==> src/include/bmsp_pkg.sv <==
// Shared constants for the boot-mode serial programmer.
// Assumes one 50 MHz system clock and an 8N1 asynchronous host link.
package bmsp_pkg;
  // Mode strap codes {mode_pin_b, mode_pin_a}
  localparam logic [1:0] STRAP_BOOT = 2'h2;
  localparam logic [1:0] STRAP_UPROG = 2'h1;
  localparam logic [1:0] STRAP_DELAY = 2'h3;   // Cycles after reset before straps are caught
  // Frame layout
  localparam int unsigned DATA_BITS = 8;
  localparam logic [3:0] RX_STOP_IDX = 4'h9;
  localparam logic [3:0] TX_LAST_IDX = 4'h9;
  localparam logic [3:0] PRESCALE_LAST = 4'h8;  // Low run of H'00 is 9 bit times
  // Rate limits for the automatic rate search
  localparam int unsigned CLK_HZ = 50000000;
  localparam int unsigned BAUD_SLOW = 9600;
  localparam int unsigned BAUD_FAST = 19200;
  // Byte values on the link
  localparam logic [7:0] BYTE_SYNC = 8'h00;
  localparam logic [7:0] BYTE_ECHO = 8'h55;
  localparam logic [7:0] BYTE_ACK = 8'h06;
  localparam logic [7:0] BYTE_NAK = 8'h15;
  localparam logic [7:0] BYTE_ERASED = 8'hff;
  localparam logic [7:0] BLOCK_END = 8'hff;
  // Inquiry commands
  localparam logic [7:0] CMD_INQ_SIZE = 8'h20;
  localparam logic [7:0] CMD_INQ_ORG = 8'h21;
  localparam logic [7:0] CMD_INQ_START = 8'h22;
  localparam logic [7:0] CMD_INQ_SUPPORT = 8'h23;
  localparam logic [7:0] CMD_INQ_END = 8'h40;
  // Working commands
  localparam logic [7:0] CMD_PROG_PREP = 8'h43;
  localparam logic [7:0] CMD_ERASE_PREP = 8'h48;
  localparam logic [7:0] CMD_CHECKSUM = 8'h4b;
  localparam logic [7:0] CMD_BLANK = 8'h4d;
  localparam logic [7:0] CMD_STATUS = 8'h4f;
  localparam logic [7:0] CMD_READ = 8'h52;
  localparam logic [7:0] CMD_PROG = 8'h50;
  localparam logic [7:0] CMD_ERASE = 8'h58;
  // Inquiry answers and the end address of programming
  localparam logic [7:0] ARRAY_START = 8'h00;
  localparam logic [7:0] SUPPORT_CODE = 8'h01;
  localparam logic [31:0] ADDR_END = 32'hffffffff;
  // Sequencer states
  typedef enum logic [14:0] {
    ST_IDLE = 15'h0001, ST_BAUD = 15'h0002, ST_SYNC = 15'h0004,
    ST_ECHO = 15'h0008, ST_INQ = 15'h0010, ST_WIPE = 15'h0020,
    ST_CMD = 15'h0040, ST_PWAIT = 15'h0080, ST_PADDR = 15'h0100,
    ST_PDATA = 15'h0200, ST_EWAIT = 15'h0400, ST_EBLK = 15'h0800,
    ST_RADDR = 15'h1000, ST_SUM = 15'h2000, ST_REPLY = 15'h4000
  } bmsp_state_t;
endpackage : bmsp_pkg

==> src/logic/bmsp_boot_mode_serial_programmer.sv <==
// Boot-mode serial programmer: mode strap decode, rate search, 8N1 link,
// command sequencer with an embedded byte array, and the reply FIFO.
// Assumes a single clock, pins arriving asynchronously and a host tool.
`timescale 1ns/1ps

// Plain synchronous FIFO with valid/ready on both sides
module bmsp_fifo #(
  parameter int unsigned WIDTH = 8,
  parameter int unsigned DEPTH = 16
) (
  input  wire logic             clk,
  input  wire logic             reset,
  input  wire logic [WIDTH-1:0] inData,
  input  wire logic             inValid,
  output logic                  inReady,
  output logic      [WIDTH-1:0] outData,
  output logic                  outValid,
  input  wire logic             outReady
);
  localparam int unsigned AW = $clog2(DEPTH);
  logic [WIDTH-1:0] store [DEPTH];
  logic [AW-1:0]    wrPtr_reg;
  logic [AW-1:0]    rdPtr_reg;
  logic [AW:0]      count_reg;
  logic             doPush;
  logic             doPop;

  // Full and empty come straight from the occupancy count
  // Count is one bit wider than the pointers, so DEPTH itself fits in it
  assign inReady  = (count_reg != (AW+1)'(DEPTH));
  assign outValid = (count_reg != '0);
  assign outData  = store[rdPtr_reg];
  assign doPush   = inValid && inReady;
  assign doPop    = outValid && outReady;

  // Storage is written only, never reset
  always_ff @(posedge clk) begin
    if (doPush) begin
      store[wrPtr_reg] <= inData;
    end
  end

  // Pointers and count
  always_ff @(posedge clk or posedge reset) begin
    if (reset) begin
      wrPtr_reg <= '0;
      rdPtr_reg <= '0;
      count_reg <= '0;
    end else begin
      if (doPush) begin
        wrPtr_reg <= (wrPtr_reg == AW'(DEPTH - 1)) ? '0 : wrPtr_reg + 1'b1;
      end
      if (doPop) begin
        rdPtr_reg <= (rdPtr_reg == AW'(DEPTH - 1)) ? '0 : rdPtr_reg + 1'b1;
      end
      count_reg <= count_reg + (AW+1)'(doPush) - (AW+1)'(doPop);
    end
  end
endmodule : bmsp_fifo

module bmsp_boot_mode_serial_programmer
  import bmsp_pkg::*;
#(
  parameter int unsigned MEM_DEPTH = 256,
  parameter int unsigned BLK_SHIFT = 5,
  parameter int unsigned FIFO_DEPTH = 16,
  parameter int unsigned MIN_BIT_CYC = (CLK_HZ / BAUD_FAST) * 7 / 8,
  parameter int unsigned MAX_BIT_CYC = (CLK_HZ / BAUD_SLOW) * 9 / 8
) (
  input  wire logic clk,
  input  wire logic reset,
  input  wire logic modePinA,
  input  wire logic modePinB,
  input  wire logic nmiPin,
  input  wire logic irqPin,
  input  wire logic rxdPin,
  output logic      txdPin,
  output logic      irqOut,
  output logic      bootModeOut,
  output logic      userBootModeOut,
  output logic      userProgModeOut,
  output logic      ramRoutineRunOut
);
  localparam int unsigned AW = $clog2(MEM_DEPTH);
  localparam int unsigned BLOCKS = MEM_DEPTH >> BLK_SHIFT;

  // Synchronisers: stage 1 feeds stage 2 only
  logic [4:0] sync1_reg;
  logic [4:0] sync2_reg;
  logic       modeA;
  logic       modeB;
  logic       nmiS;
  logic       irqS;
  logic       rxS;
  assign {modeA, modeB, nmiS, irqS, rxS} = sync2_reg;

  always_ff @(posedge clk or posedge reset) begin
    if (reset) begin
      sync1_reg <= 5'h1f;
      sync2_reg <= 5'h1f;
    end else begin
      sync1_reg <= {modePinA, modePinB, nmiPin, irqPin, rxdPin};
      sync2_reg <= sync1_reg;
    end
  end

  // Straps are caught a few cycles after release, once synchronised
  logic [1:0] strapCnt_reg;
  logic       bootMode_reg;
  always_ff @(posedge clk or posedge reset) begin
    if (reset) begin
      strapCnt_reg     <= '0;
      bootMode_reg     <= 1'b0;
      bootModeOut      <= 1'b0;
      userBootModeOut  <= 1'b0;
      userProgModeOut  <= 1'b0;
      ramRoutineRunOut <= 1'b0;
    end else if (strapCnt_reg != STRAP_DELAY) begin
      strapCnt_reg <= strapCnt_reg + 1'b1;
      if (strapCnt_reg == STRAP_DELAY - 1'b1) begin
        bootMode_reg     <= ({modeB, modeA} == STRAP_BOOT) && nmiS;
        bootModeOut      <= ({modeB, modeA} == STRAP_BOOT) && nmiS;
        userBootModeOut  <= ({modeB, modeA} == STRAP_BOOT) && !nmiS;
        userProgModeOut  <= ({modeB, modeA} == STRAP_UPROG);
        ramRoutineRunOut <= ({modeB, modeA} == STRAP_UPROG);
      end
    end
  end

  // Interrupts pass through once the straps are caught, except in boot mode
  always_ff @(posedge clk or posedge reset) begin
    if (reset) begin
      irqOut <= 1'b0;
    end else begin
      irqOut <= irqS && !bootMode_reg && (strapCnt_reg == STRAP_DELAY);
    end
  end

  bmsp_state_t state_reg;

  // Rate search: count low time in units of nine clock cycles
  logic [3:0]  preCnt_reg;
  logic [15:0] runCnt_reg;
  logic [15:0] lastRun_reg;
  logic [15:0] bitCyc_reg;
  logic        rxPrev_reg;
  logic        locked_reg;
  logic [15:0] runDiff;
  assign runDiff = (runCnt_reg > lastRun_reg) ? runCnt_reg - lastRun_reg
                                              : lastRun_reg - runCnt_reg;
  always_ff @(posedge clk or posedge reset) begin
    if (reset) begin
      preCnt_reg  <= '0;
      runCnt_reg  <= '0;
      lastRun_reg <= '0;
      bitCyc_reg  <= 16'hffff;
      rxPrev_reg  <= 1'b1;
      locked_reg  <= 1'b0;
    end else begin
      rxPrev_reg <= rxS;
      if (state_reg == ST_BAUD) begin
        if (!rxS) begin
          preCnt_reg <= (preCnt_reg == PRESCALE_LAST) ? '0 : preCnt_reg + 1'b1;
          if (preCnt_reg == PRESCALE_LAST && runCnt_reg != 16'hffff) begin
            runCnt_reg <= runCnt_reg + 1'b1;
          end
        end else if (!rxPrev_reg) begin
          preCnt_reg  <= '0;
          runCnt_reg  <= '0;
          lastRun_reg <= runCnt_reg;
          // only rates in the guaranteed band lock
          if (runCnt_reg >= 16'(MIN_BIT_CYC) && runCnt_reg <= 16'(MAX_BIT_CYC)
              && runDiff <= 16'h0001) begin
            bitCyc_reg <= runCnt_reg;
            locked_reg <= 1'b1;
          end
        end
      end
    end
  end

  // Receiver, 8N1, enabled once the rate is locked
  logic [15:0] rxCnt_reg;
  logic [3:0]  rxBit_reg;
  logic [7:0]  rxShift_reg;
  logic        rxBusy_reg;
  logic        rxValid_reg;
  logic [7:0]  rxData_reg;
  always_ff @(posedge clk or posedge reset) begin
    if (reset) begin
      rxCnt_reg   <= '0;
      rxBit_reg   <= '0;
      rxShift_reg <= '0;
      rxBusy_reg  <= 1'b0;
      rxValid_reg <= 1'b0;
      rxData_reg  <= '0;
    end else begin
      rxValid_reg <= 1'b0;
      if (!rxBusy_reg) begin
        if (locked_reg && !rxS) begin
          rxBusy_reg <= 1'b1;
          rxCnt_reg  <= bitCyc_reg >> 1;
          rxBit_reg  <= '0;
        end
      end else if (rxCnt_reg != '0) begin
        rxCnt_reg <= rxCnt_reg - 1'b1;
      end else begin
        rxCnt_reg <= bitCyc_reg - 1'b1;
        rxBit_reg <= rxBit_reg + 1'b1;
        // start, 8 data LSB first, stop
        if (rxBit_reg == '0) begin
          rxBusy_reg <= !rxS;  // Glitch rather than a start bit
        end else if (rxBit_reg != RX_STOP_IDX) begin
          rxShift_reg <= {rxS, rxShift_reg[DATA_BITS-1:1]};
        end else begin
          rxBusy_reg  <= 1'b0;
          rxValid_reg <= rxS;   // Framing error drops the byte
          rxData_reg  <= rxShift_reg;
        end
      end
    end
  end

  // Reply FIFO between the sequencer and the transmitter
  logic [7:0] pushData;
  logic       pushValid;
  logic       pushReady;
  logic [7:0] popData;
  logic       popValid;
  logic       popReady;
  bmsp_fifo #(.WIDTH(DATA_BITS), .DEPTH(FIFO_DEPTH)) replyFifo (
    .clk      (clk),
    .reset    (reset),
    .inData   (pushData),
    .inValid  (pushValid),
    .inReady  (pushReady),
    .outData  (popData),
    .outValid (popValid),
    .outReady (popReady)
  );

  // Transmitter drains the FIFO one frame at a time
  logic [15:0] txCnt_reg;
  logic [3:0]  txBit_reg;
  logic [8:0]  txShift_reg;
  logic        txBusy_reg;
  assign popReady = !txBusy_reg;
  always_ff @(posedge clk or posedge reset) begin
    if (reset) begin
      txCnt_reg   <= '0;
      txBit_reg   <= '0;
      txShift_reg <= 9'h1ff;
      txBusy_reg  <= 1'b0;
      txdPin      <= 1'b1;
    end else if (!txBusy_reg) begin
      if (popValid) begin
        txBusy_reg  <= 1'b1;
        txdPin      <= 1'b0;
        txShift_reg <= {1'b1, popData};
        txCnt_reg   <= bitCyc_reg - 1'b1;
        txBit_reg   <= '0;
      end
    end else if (txCnt_reg != '0) begin
      txCnt_reg <= txCnt_reg - 1'b1;
    end else begin
      txCnt_reg <= bitCyc_reg - 1'b1;
      txBit_reg <= txBit_reg + 1'b1;
      if (txBit_reg == TX_LAST_IDX) begin
        txBusy_reg <= 1'b0;
      end else begin
        txdPin      <= txShift_reg[0];
        txShift_reg <= {1'b1, txShift_reg[8:1]};
      end
    end
  end

  // Embedded array: data plus a written flag per byte
  logic [7:0]           mem [MEM_DEPTH];
  logic [MEM_DEPTH-1:0] written_reg;

  // Unwritten bytes read as erased, hiding stale contents
  function automatic logic [7:0] bmsp_visible(input logic wr, input logic [7:0] d);
    bmsp_visible = wr ? d : BYTE_ERASED;
  endfunction : bmsp_visible

  // Sequencer registers
  bmsp_state_t retState_reg;
  logic [7:0]  reply_reg;
  logic [31:0] addr_reg;
  logic [1:0]  addrIdx_reg;
  logic [AW-1:0] scan_reg;
  logic [7:0]  sum_reg;
  logic        lastNak_reg;
  logic        wipeAll;
  logic        eraseBlk;
  logic        progByte;
  logic        inRange;
  logic [31:0] addrNext;
  assign pushValid = (state_reg == ST_REPLY);
  assign pushData  = reply_reg;
  assign addrNext  = {addr_reg[23:0], rxData_reg};
  assign inRange   = (addrNext < 32'(MEM_DEPTH));
  assign wipeAll   = (state_reg == ST_WIPE);
  assign eraseBlk  = (state_reg == ST_EBLK) && rxValid_reg && rxData_reg < 8'(BLOCKS);
  assign progByte  = (state_reg == ST_PDATA) && rxValid_reg
                     && !written_reg[addr_reg[AW-1:0]];

  // Byte storage, written only by programming
  always_ff @(posedge clk) begin
    if (progByte) begin
      mem[addr_reg[AW-1:0]] <= rxData_reg;
    end
  end

  // Written flags: wipe and block erase clear, programming sets
  always_ff @(posedge clk or posedge reset) begin
    if (reset) begin
      written_reg <= '0;
    end else begin
      for (int i = 0; i < MEM_DEPTH; i++) begin
        if (wipeAll) begin
          written_reg[i] <= 1'b0;
        end else if (eraseBlk && (i >> BLK_SHIFT) == int'(rxData_reg)) begin
          written_reg[i] <= 1'b0;
        end else if (progByte && i == int'(addr_reg[AW-1:0])) begin
          written_reg[i] <= 1'b1;
        end
      end
    end
  end

  // Main sequencer; every answer goes through ST_REPLY and the FIFO
  always_ff @(posedge clk or posedge reset) begin
    if (reset) begin
      state_reg    <= ST_IDLE;
      retState_reg <= ST_IDLE;
      reply_reg    <= '0;
      addr_reg     <= '0;
      addrIdx_reg  <= '0;
      scan_reg     <= '0;
      sum_reg      <= '0;
      lastNak_reg  <= 1'b0;
    end else begin
      case (state_reg)
        ST_IDLE: begin
          if (bootMode_reg) begin
            state_reg <= ST_BAUD;
          end
        end
        ST_BAUD: begin
          if (locked_reg) begin
            state_reg <= ST_SYNC;
          end
        end
        ST_SYNC: begin
          reply_reg    <= BYTE_SYNC;
          retState_reg <= ST_ECHO;
          state_reg    <= ST_REPLY;
        end
        ST_ECHO: begin
          // wait for H'55, stray H'00 bytes dropped
          if (rxValid_reg && rxData_reg == BYTE_ECHO) begin
            state_reg <= ST_INQ;
          end
        end
        ST_INQ: begin
          if (rxValid_reg) begin
            retState_reg <= ST_INQ;
            state_reg    <= ST_REPLY;
            case (rxData_reg)
              CMD_INQ_SIZE:    reply_reg <= 8'(AW);
              CMD_INQ_ORG:     reply_reg <= 8'(BLOCKS);
              CMD_INQ_START:   reply_reg <= ARRAY_START;
              CMD_INQ_SUPPORT: reply_reg <= SUPPORT_CODE;
              CMD_INQ_END:     state_reg <= ST_WIPE;
              default:         reply_reg <= BYTE_NAK;
            endcase
          end
        end
        ST_WIPE: begin
          reply_reg    <= BYTE_ACK;
          retState_reg <= ST_CMD;
          state_reg    <= ST_REPLY;
        end
        ST_CMD: begin
          if (rxValid_reg) begin
            retState_reg <= ST_CMD;
            state_reg    <= ST_REPLY;
            reply_reg    <= BYTE_ACK;
            case (rxData_reg)
              CMD_PROG_PREP:  retState_reg <= ST_PWAIT;
              CMD_ERASE_PREP: retState_reg <= ST_EWAIT;
              CMD_BLANK:      reply_reg <= (written_reg == '0) ? BYTE_ACK : BYTE_NAK;
              CMD_STATUS:     reply_reg <= {7'h00, lastNak_reg};
              CMD_READ:       state_reg <= ST_RADDR;
              CMD_CHECKSUM: begin
                state_reg <= ST_SUM;
                scan_reg  <= '0;
                sum_reg   <= '0;
              end
              default:        reply_reg <= BYTE_NAK;
            endcase
          end
        end
        ST_PWAIT: begin
          if (rxValid_reg) begin
            addrIdx_reg <= '0;
            state_reg   <= (rxData_reg == CMD_PROG) ? ST_PADDR : ST_PWAIT;
          end
        end
        ST_PADDR: begin
          if (rxValid_reg) begin
            addr_reg    <= addrNext;
            addrIdx_reg <= addrIdx_reg + 1'b1;
            if (addrIdx_reg == 2'h3) begin
              state_reg <= ST_REPLY;
              if (addrNext == ADDR_END) begin
                reply_reg    <= BYTE_ACK;
                retState_reg <= ST_CMD;
              end else if (inRange) begin
                state_reg <= ST_PDATA;
              end else begin
                reply_reg    <= BYTE_NAK;
                retState_reg <= ST_PWAIT;
              end
            end
          end
        end
        ST_PDATA: begin
          if (rxValid_reg) begin
            reply_reg    <= progByte ? BYTE_ACK : BYTE_NAK;
            lastNak_reg  <= !progByte;
            retState_reg <= ST_PWAIT;
            state_reg    <= ST_REPLY;
          end
        end
        ST_EWAIT: begin
          if (rxValid_reg) begin
            state_reg <= (rxData_reg == CMD_ERASE) ? ST_EBLK : ST_EWAIT;
          end
        end
        ST_EBLK: begin
          if (rxValid_reg) begin
            state_reg    <= ST_REPLY;
            retState_reg <= ST_EWAIT;
            reply_reg    <= eraseBlk ? BYTE_ACK : BYTE_NAK;
            if (rxData_reg == BLOCK_END) begin
              reply_reg    <= BYTE_ACK;
              retState_reg <= ST_CMD;
            end
          end
        end
        ST_RADDR: begin
          if (rxValid_reg) begin
            reply_reg    <= bmsp_visible(written_reg[rxData_reg[AW-1:0]],
                                         mem[rxData_reg[AW-1:0]]);
            retState_reg <= ST_CMD;
            state_reg    <= ST_REPLY;
          end
        end
        ST_SUM: begin
          sum_reg  <= sum_reg + bmsp_visible(written_reg[scan_reg], mem[scan_reg]);
          scan_reg <= scan_reg + 1'b1;
          if (scan_reg == AW'(MEM_DEPTH - 1)) begin
            reply_reg    <= sum_reg + bmsp_visible(written_reg[scan_reg], mem[scan_reg]);
            retState_reg <= ST_CMD;
            state_reg    <= ST_REPLY;
          end
        end
        ST_REPLY: begin
          // Full FIFO stalls the sequencer here
          if (pushReady) begin
            state_reg <= retState_reg;
          end
        end
        default: state_reg <= ST_IDLE;
      endcase
    end
  end
endmodule : bmsp_boot_mode_serial_programmer

==> config.mk <==
export PLATFORM = sky130hd
export DESIGN_NAME = bmsp_boot_mode_serial_programmer
export DESIGN_NICKNAME = d
export VERILOG_FILES = /design/src/include/bmsp_pkg.sv /design/src/logic/bmsp_boot_mode_serial_programmer.sv
export SDC_FILE = /design/constraint.sdc
export NUM_CORES = 2
export LEC_CHECK = 0
export BUFFER_PORTS_ARGS = -buffer_cell sky130_fd_sc_hd__buf_2
export CAP_MARGIN = 20
export CORE_MARGIN = 2
export CORE_UTILIZATION = 50
export DETAILED_ROUTE_END_ITERATION = 10
export GPL_TIMING_DRIVEN = 1
export PLACE_DENSITY = 0.65
export SLEW_MARGIN = 25
export SYNTH_ARGS = -nofsm -noshare
export SYNTH_HDL_FRONTEND = slang
export SYNTH_SLANG_ARGS = --single-unit
==> constraint.sdc <==
create_clock -name clk -period 22.4 [get_ports clk]
set_input_delay 4.48 -clock clk [delete_from_list [all_inputs] [get_ports clk]]
set_output_delay 4.48 -clock clk [all_outputs]
set_load 0.01 [all_outputs]
==> flow_summary.ini <==
[place]
detailed_place.area_sq_um = 133000
hpwl_after_dpl_mm = 227
gp_routability_congestion = 0.892
place.port_buffers = 12

[global_routing]
grt_usage_pct = 28.5
first_global_vias = 76700
grt_max_degree = 256
antenna_found_initial = 15
grt_first_pass_wirelength_mm = 543
global_route.overflow_total = 0

[synth]
post_synth_instance_area_sq_um = 129000
synth_edf_count = 2176
synth.ff_latch_count = 2655
post_syn_instances = 7444
synth_sequential_area_ratio_pct = 60.0
netlist_top_cells_area = edfxtp_1 51%, mux4_2 27%, dfrtp_1 8.6%, nor2_1 2.0%, a21oi_1 1.4%
postSynthAreaPerCell_sq_um = 17.3
asyncSetResetFlopFracSynth_pct = 18.0
yosysWarningCount = 0
net_count_after_synthesis = 7522
synthDominantAreaCellType = edfxtp_1
synth_ff_type = edfxtp_1
synth_largest_type_area_fraction_pct = 50.6
yosys.cell_types.count = 84

[floorplanning]
floorplan.initialDensity_pct = 50.3
num_io_pins = 13
design.die.area_sq_um = 262000
fp-row-count = 186
die_x_um = 512
dieHeight_um = 512
core_sq_um = 257000

[min_path]
min-delay-path-class = reg -> reg
hold_path_stages = 0

[clock_tree]
tritoncts = built
h-tree-depth = 5
cts_clk_pin_slew_worst_paths_ps = 60
post_cts_setup_buffers = 0
clockRootBuffer = clkbuf_16
cts-buffers-inserted = 302
clock_latency_ps = 980
cts_num_sinks = 2655
hold_buffers = 0
post_cts_resize_count = 0
cts.path.max_buffers = 4

[power]
pwr-share-seq_pct = 50.0
power_density_nw_per_um2 = 76.0
ir_drop_mv = 0.0913
net_load_switching_power_w = 0.00237
p_leak_nw = 38.4
share_clk_of_total_power_pct = 45.6
power.combinational.fraction_pct = 4.4
p_sw_share_pct = 21.9
power.internal_w = 0.00848

[sta]
worst_slew_pin_slew_ps = 1160
final-max-slew-violation-count = 0
final-setup-viol-count = 0
max_slew_margin_pct = 22.3
fin_crit_period_ps = 8610
finalClockSkew_ps = 94.9
rsz0062_at_grt = no
fmaxAchievable_ghz = 0.116
fin_setup_tns_ps = 0
report.final.hold_viol_count = 0
post-route-period-util_pct = 38.4

[route]
wl_per_cell_um = 33.9
drt.antenna.violating_nets = 0
viasPerCell = 6.97
drt_first_iter_violations = 11200
finalWirelength_mm = 373
drcViolationCount = 0
drt_first_pass_iters = 6
num_vias = 76600

[worst_setup_path]
worstRegToRegCells = 19
end_kind = register
critical_path_arrival_ps = 9440
critPathRequiredTime_ps = 23230
critical_path_peak_fanout = 96
cp-start-kind = register
timing.setup.critical_path_class = reg -> reg

[final_layout]
area_growth_syn_to_layout_pct = 10.7
largest_register_ffs = 2048
final_cell_area_sq_um = 143000
final_nets = 7453
drive_gt1_share_pct = 32.2

[status]
run_status = complete, no violations

[run]
max_cap_viol_count = 0
-- placed cells by master, fill, tap and decap left out, types with 35 or more instances in the layout --
master,synthesis,final
nor2_1,703,555
nor3_1,65,64
a22oi_1,57,57
buf_4,23,155
nand4_1,37,37
o21ai_0,154,154
clkbuf_1,306,56
nand2_1,389,383
a22o_1,35,35
ha_1,67,67
clkbuf_16,0,309
edfxtp_1,2176,2176
dfrtp_1,441,424
mux2i_1,57,57
dfstp_2,38,38
inv_1,80,79
clkinv_1,1,43
mux4_2,1531,1531
a221oi_1,41,41
nor2_2,0,146
clkinv_2,0,49
mux2_2,36,36
nand3_1,80,79
nor4_1,91,91
a21oi_1,363,363
-- per-stage QoR --
step | cells | power, W | util [%] | hold slack, ps | worst slack [ps]
2_1_floorplan | 7444 | 0.00586 | - | 345 | 4620
3_3_place_gp | 10500 | 0.00599 | 51.7 | 348 | 13580
3_5_place_dp | 10500 | 0.00600 | 51.7 | 347 | 13660
4_1_cts | 11000 | 0.0109 | 55.5 | 359 | 13660
5_1_grt | 11000 | 0.0111 | 55.6 | 362 | 13220
6_report | 11000 | 0.0109 | 55.6 | 357 | 13790
-- path summary, 6_finish.rpt --
check	slack [ps]	end	startpoint
min in group asynchronous	3680	written_reg[224]	reset
worst min register to register	360	sync2_reg[4]	sync1_reg[4]
max in group asynchronous	15750	replyFifo.rdPtr_reg[0]	reset
worst max register to register	13790	pushData[7]	scan_reg[0]
worst max-delay path	13790	pushData[7]	scan_reg[0]
worst min-delay path	360	sync2_reg[4]	sync1_reg[4]
-- routing by layer --
layer	wire length, um	share of wire, %	vias up	global-route usage [%]
li1	-	-	30700	-
met1	141000	38	40400	40.0
met2	174000	47	4697	43.4
met3	40300	11	822	6.38
met4	17100	4.6	4	11.7
met5	35	0.0094	-	0
-- power groups by stage --
| stage | clock network (W) | logic [W] | registers [W] |
|---|---|---|---|
| 6_report | 0.00495 | 0.000478 | 0.00543 |
| 5_1_grt | 0.00518 | 0.000532 | 0.00543 |
| 4_1_cts | 0.00500 | 0.000476 | 0.00543 |
| 3_5_place_dp | 0 | 0.000473 | 0.00553 |
| 3_3_place_gp | 0 | 0.000463 | 0.00553 |
| 2_1_floorplan | 0 | 0.000372 | 0.00549 |
-- final cells by class --
| class | instances | area (sq um) |
|---|---|---|
| antenna | 7 | 17.5 |
| clock buffer | 374 | 8070 |
| clock inverter | 154 | 1670 |
| fill | 19600 | 114000 |
| inverter | 82 | 323 |
| multi-input combinational | 4141 | 49400 |
| sequential | 2655 | 77400 |
| tap | 3384 | 4230 |
| timing repair buffer | 193 | 1690 |
-- cell usage after synthesis, drive strengths merged, types with 8 or more instances --
cell type,n
a211oi,14
a21o,19
a21oi,364
a221oi,41
a22o,35
a22oi,57
a31oi,21
and2,28
and3,12
buf,259
clkbuf,307
dfrtp,441
dfstp,38
edfxtp,2176
ha,67
inv,81
mux2,40
mux2i,57
mux4,1531
nand2,389
nand2b,28
nand3,80
nand3b,17
nand4,37
nor2,703
nor2b,38
nor3,66
nor4,92
o211ai,12
o21ai,157
o221ai,8
o22ai,28
o31ai,10
or2,16
or3,14
or4,8
xnor2,34
xor2,24
-- kinds of logic after synthesis --
logic type	count (synthesis)	share of synthesized area, %
AOI/OAI and AO/OA	823	3.87
xor gates and xnor gates	58	0.394
adders and majority gates	71	0.712
buffers and inverters	648	2.13
DFF	2655	60.0
muxes	1628	27.5
and+or+nand+nor	1561	5.42
-- critical path, stage by stage, from the launching register on --
cell and delay, ps:
dfrtp_4 910, buf_12 640, buf_4 770, buf_4 740, buf_4 650, mux4_2 590, mux4_2 530, mux4_2 590
mux4_2 490, or2_2 320, ha_1 290, a21o_1 160, a21oi_1 250, o21bai_1 100, a21oi_1 230, o21ai_0 200
xnor2_1 220, xnor2_1 170, o22ai_1 110, mux2_2 280
Power figures use the tool's default switching activity.
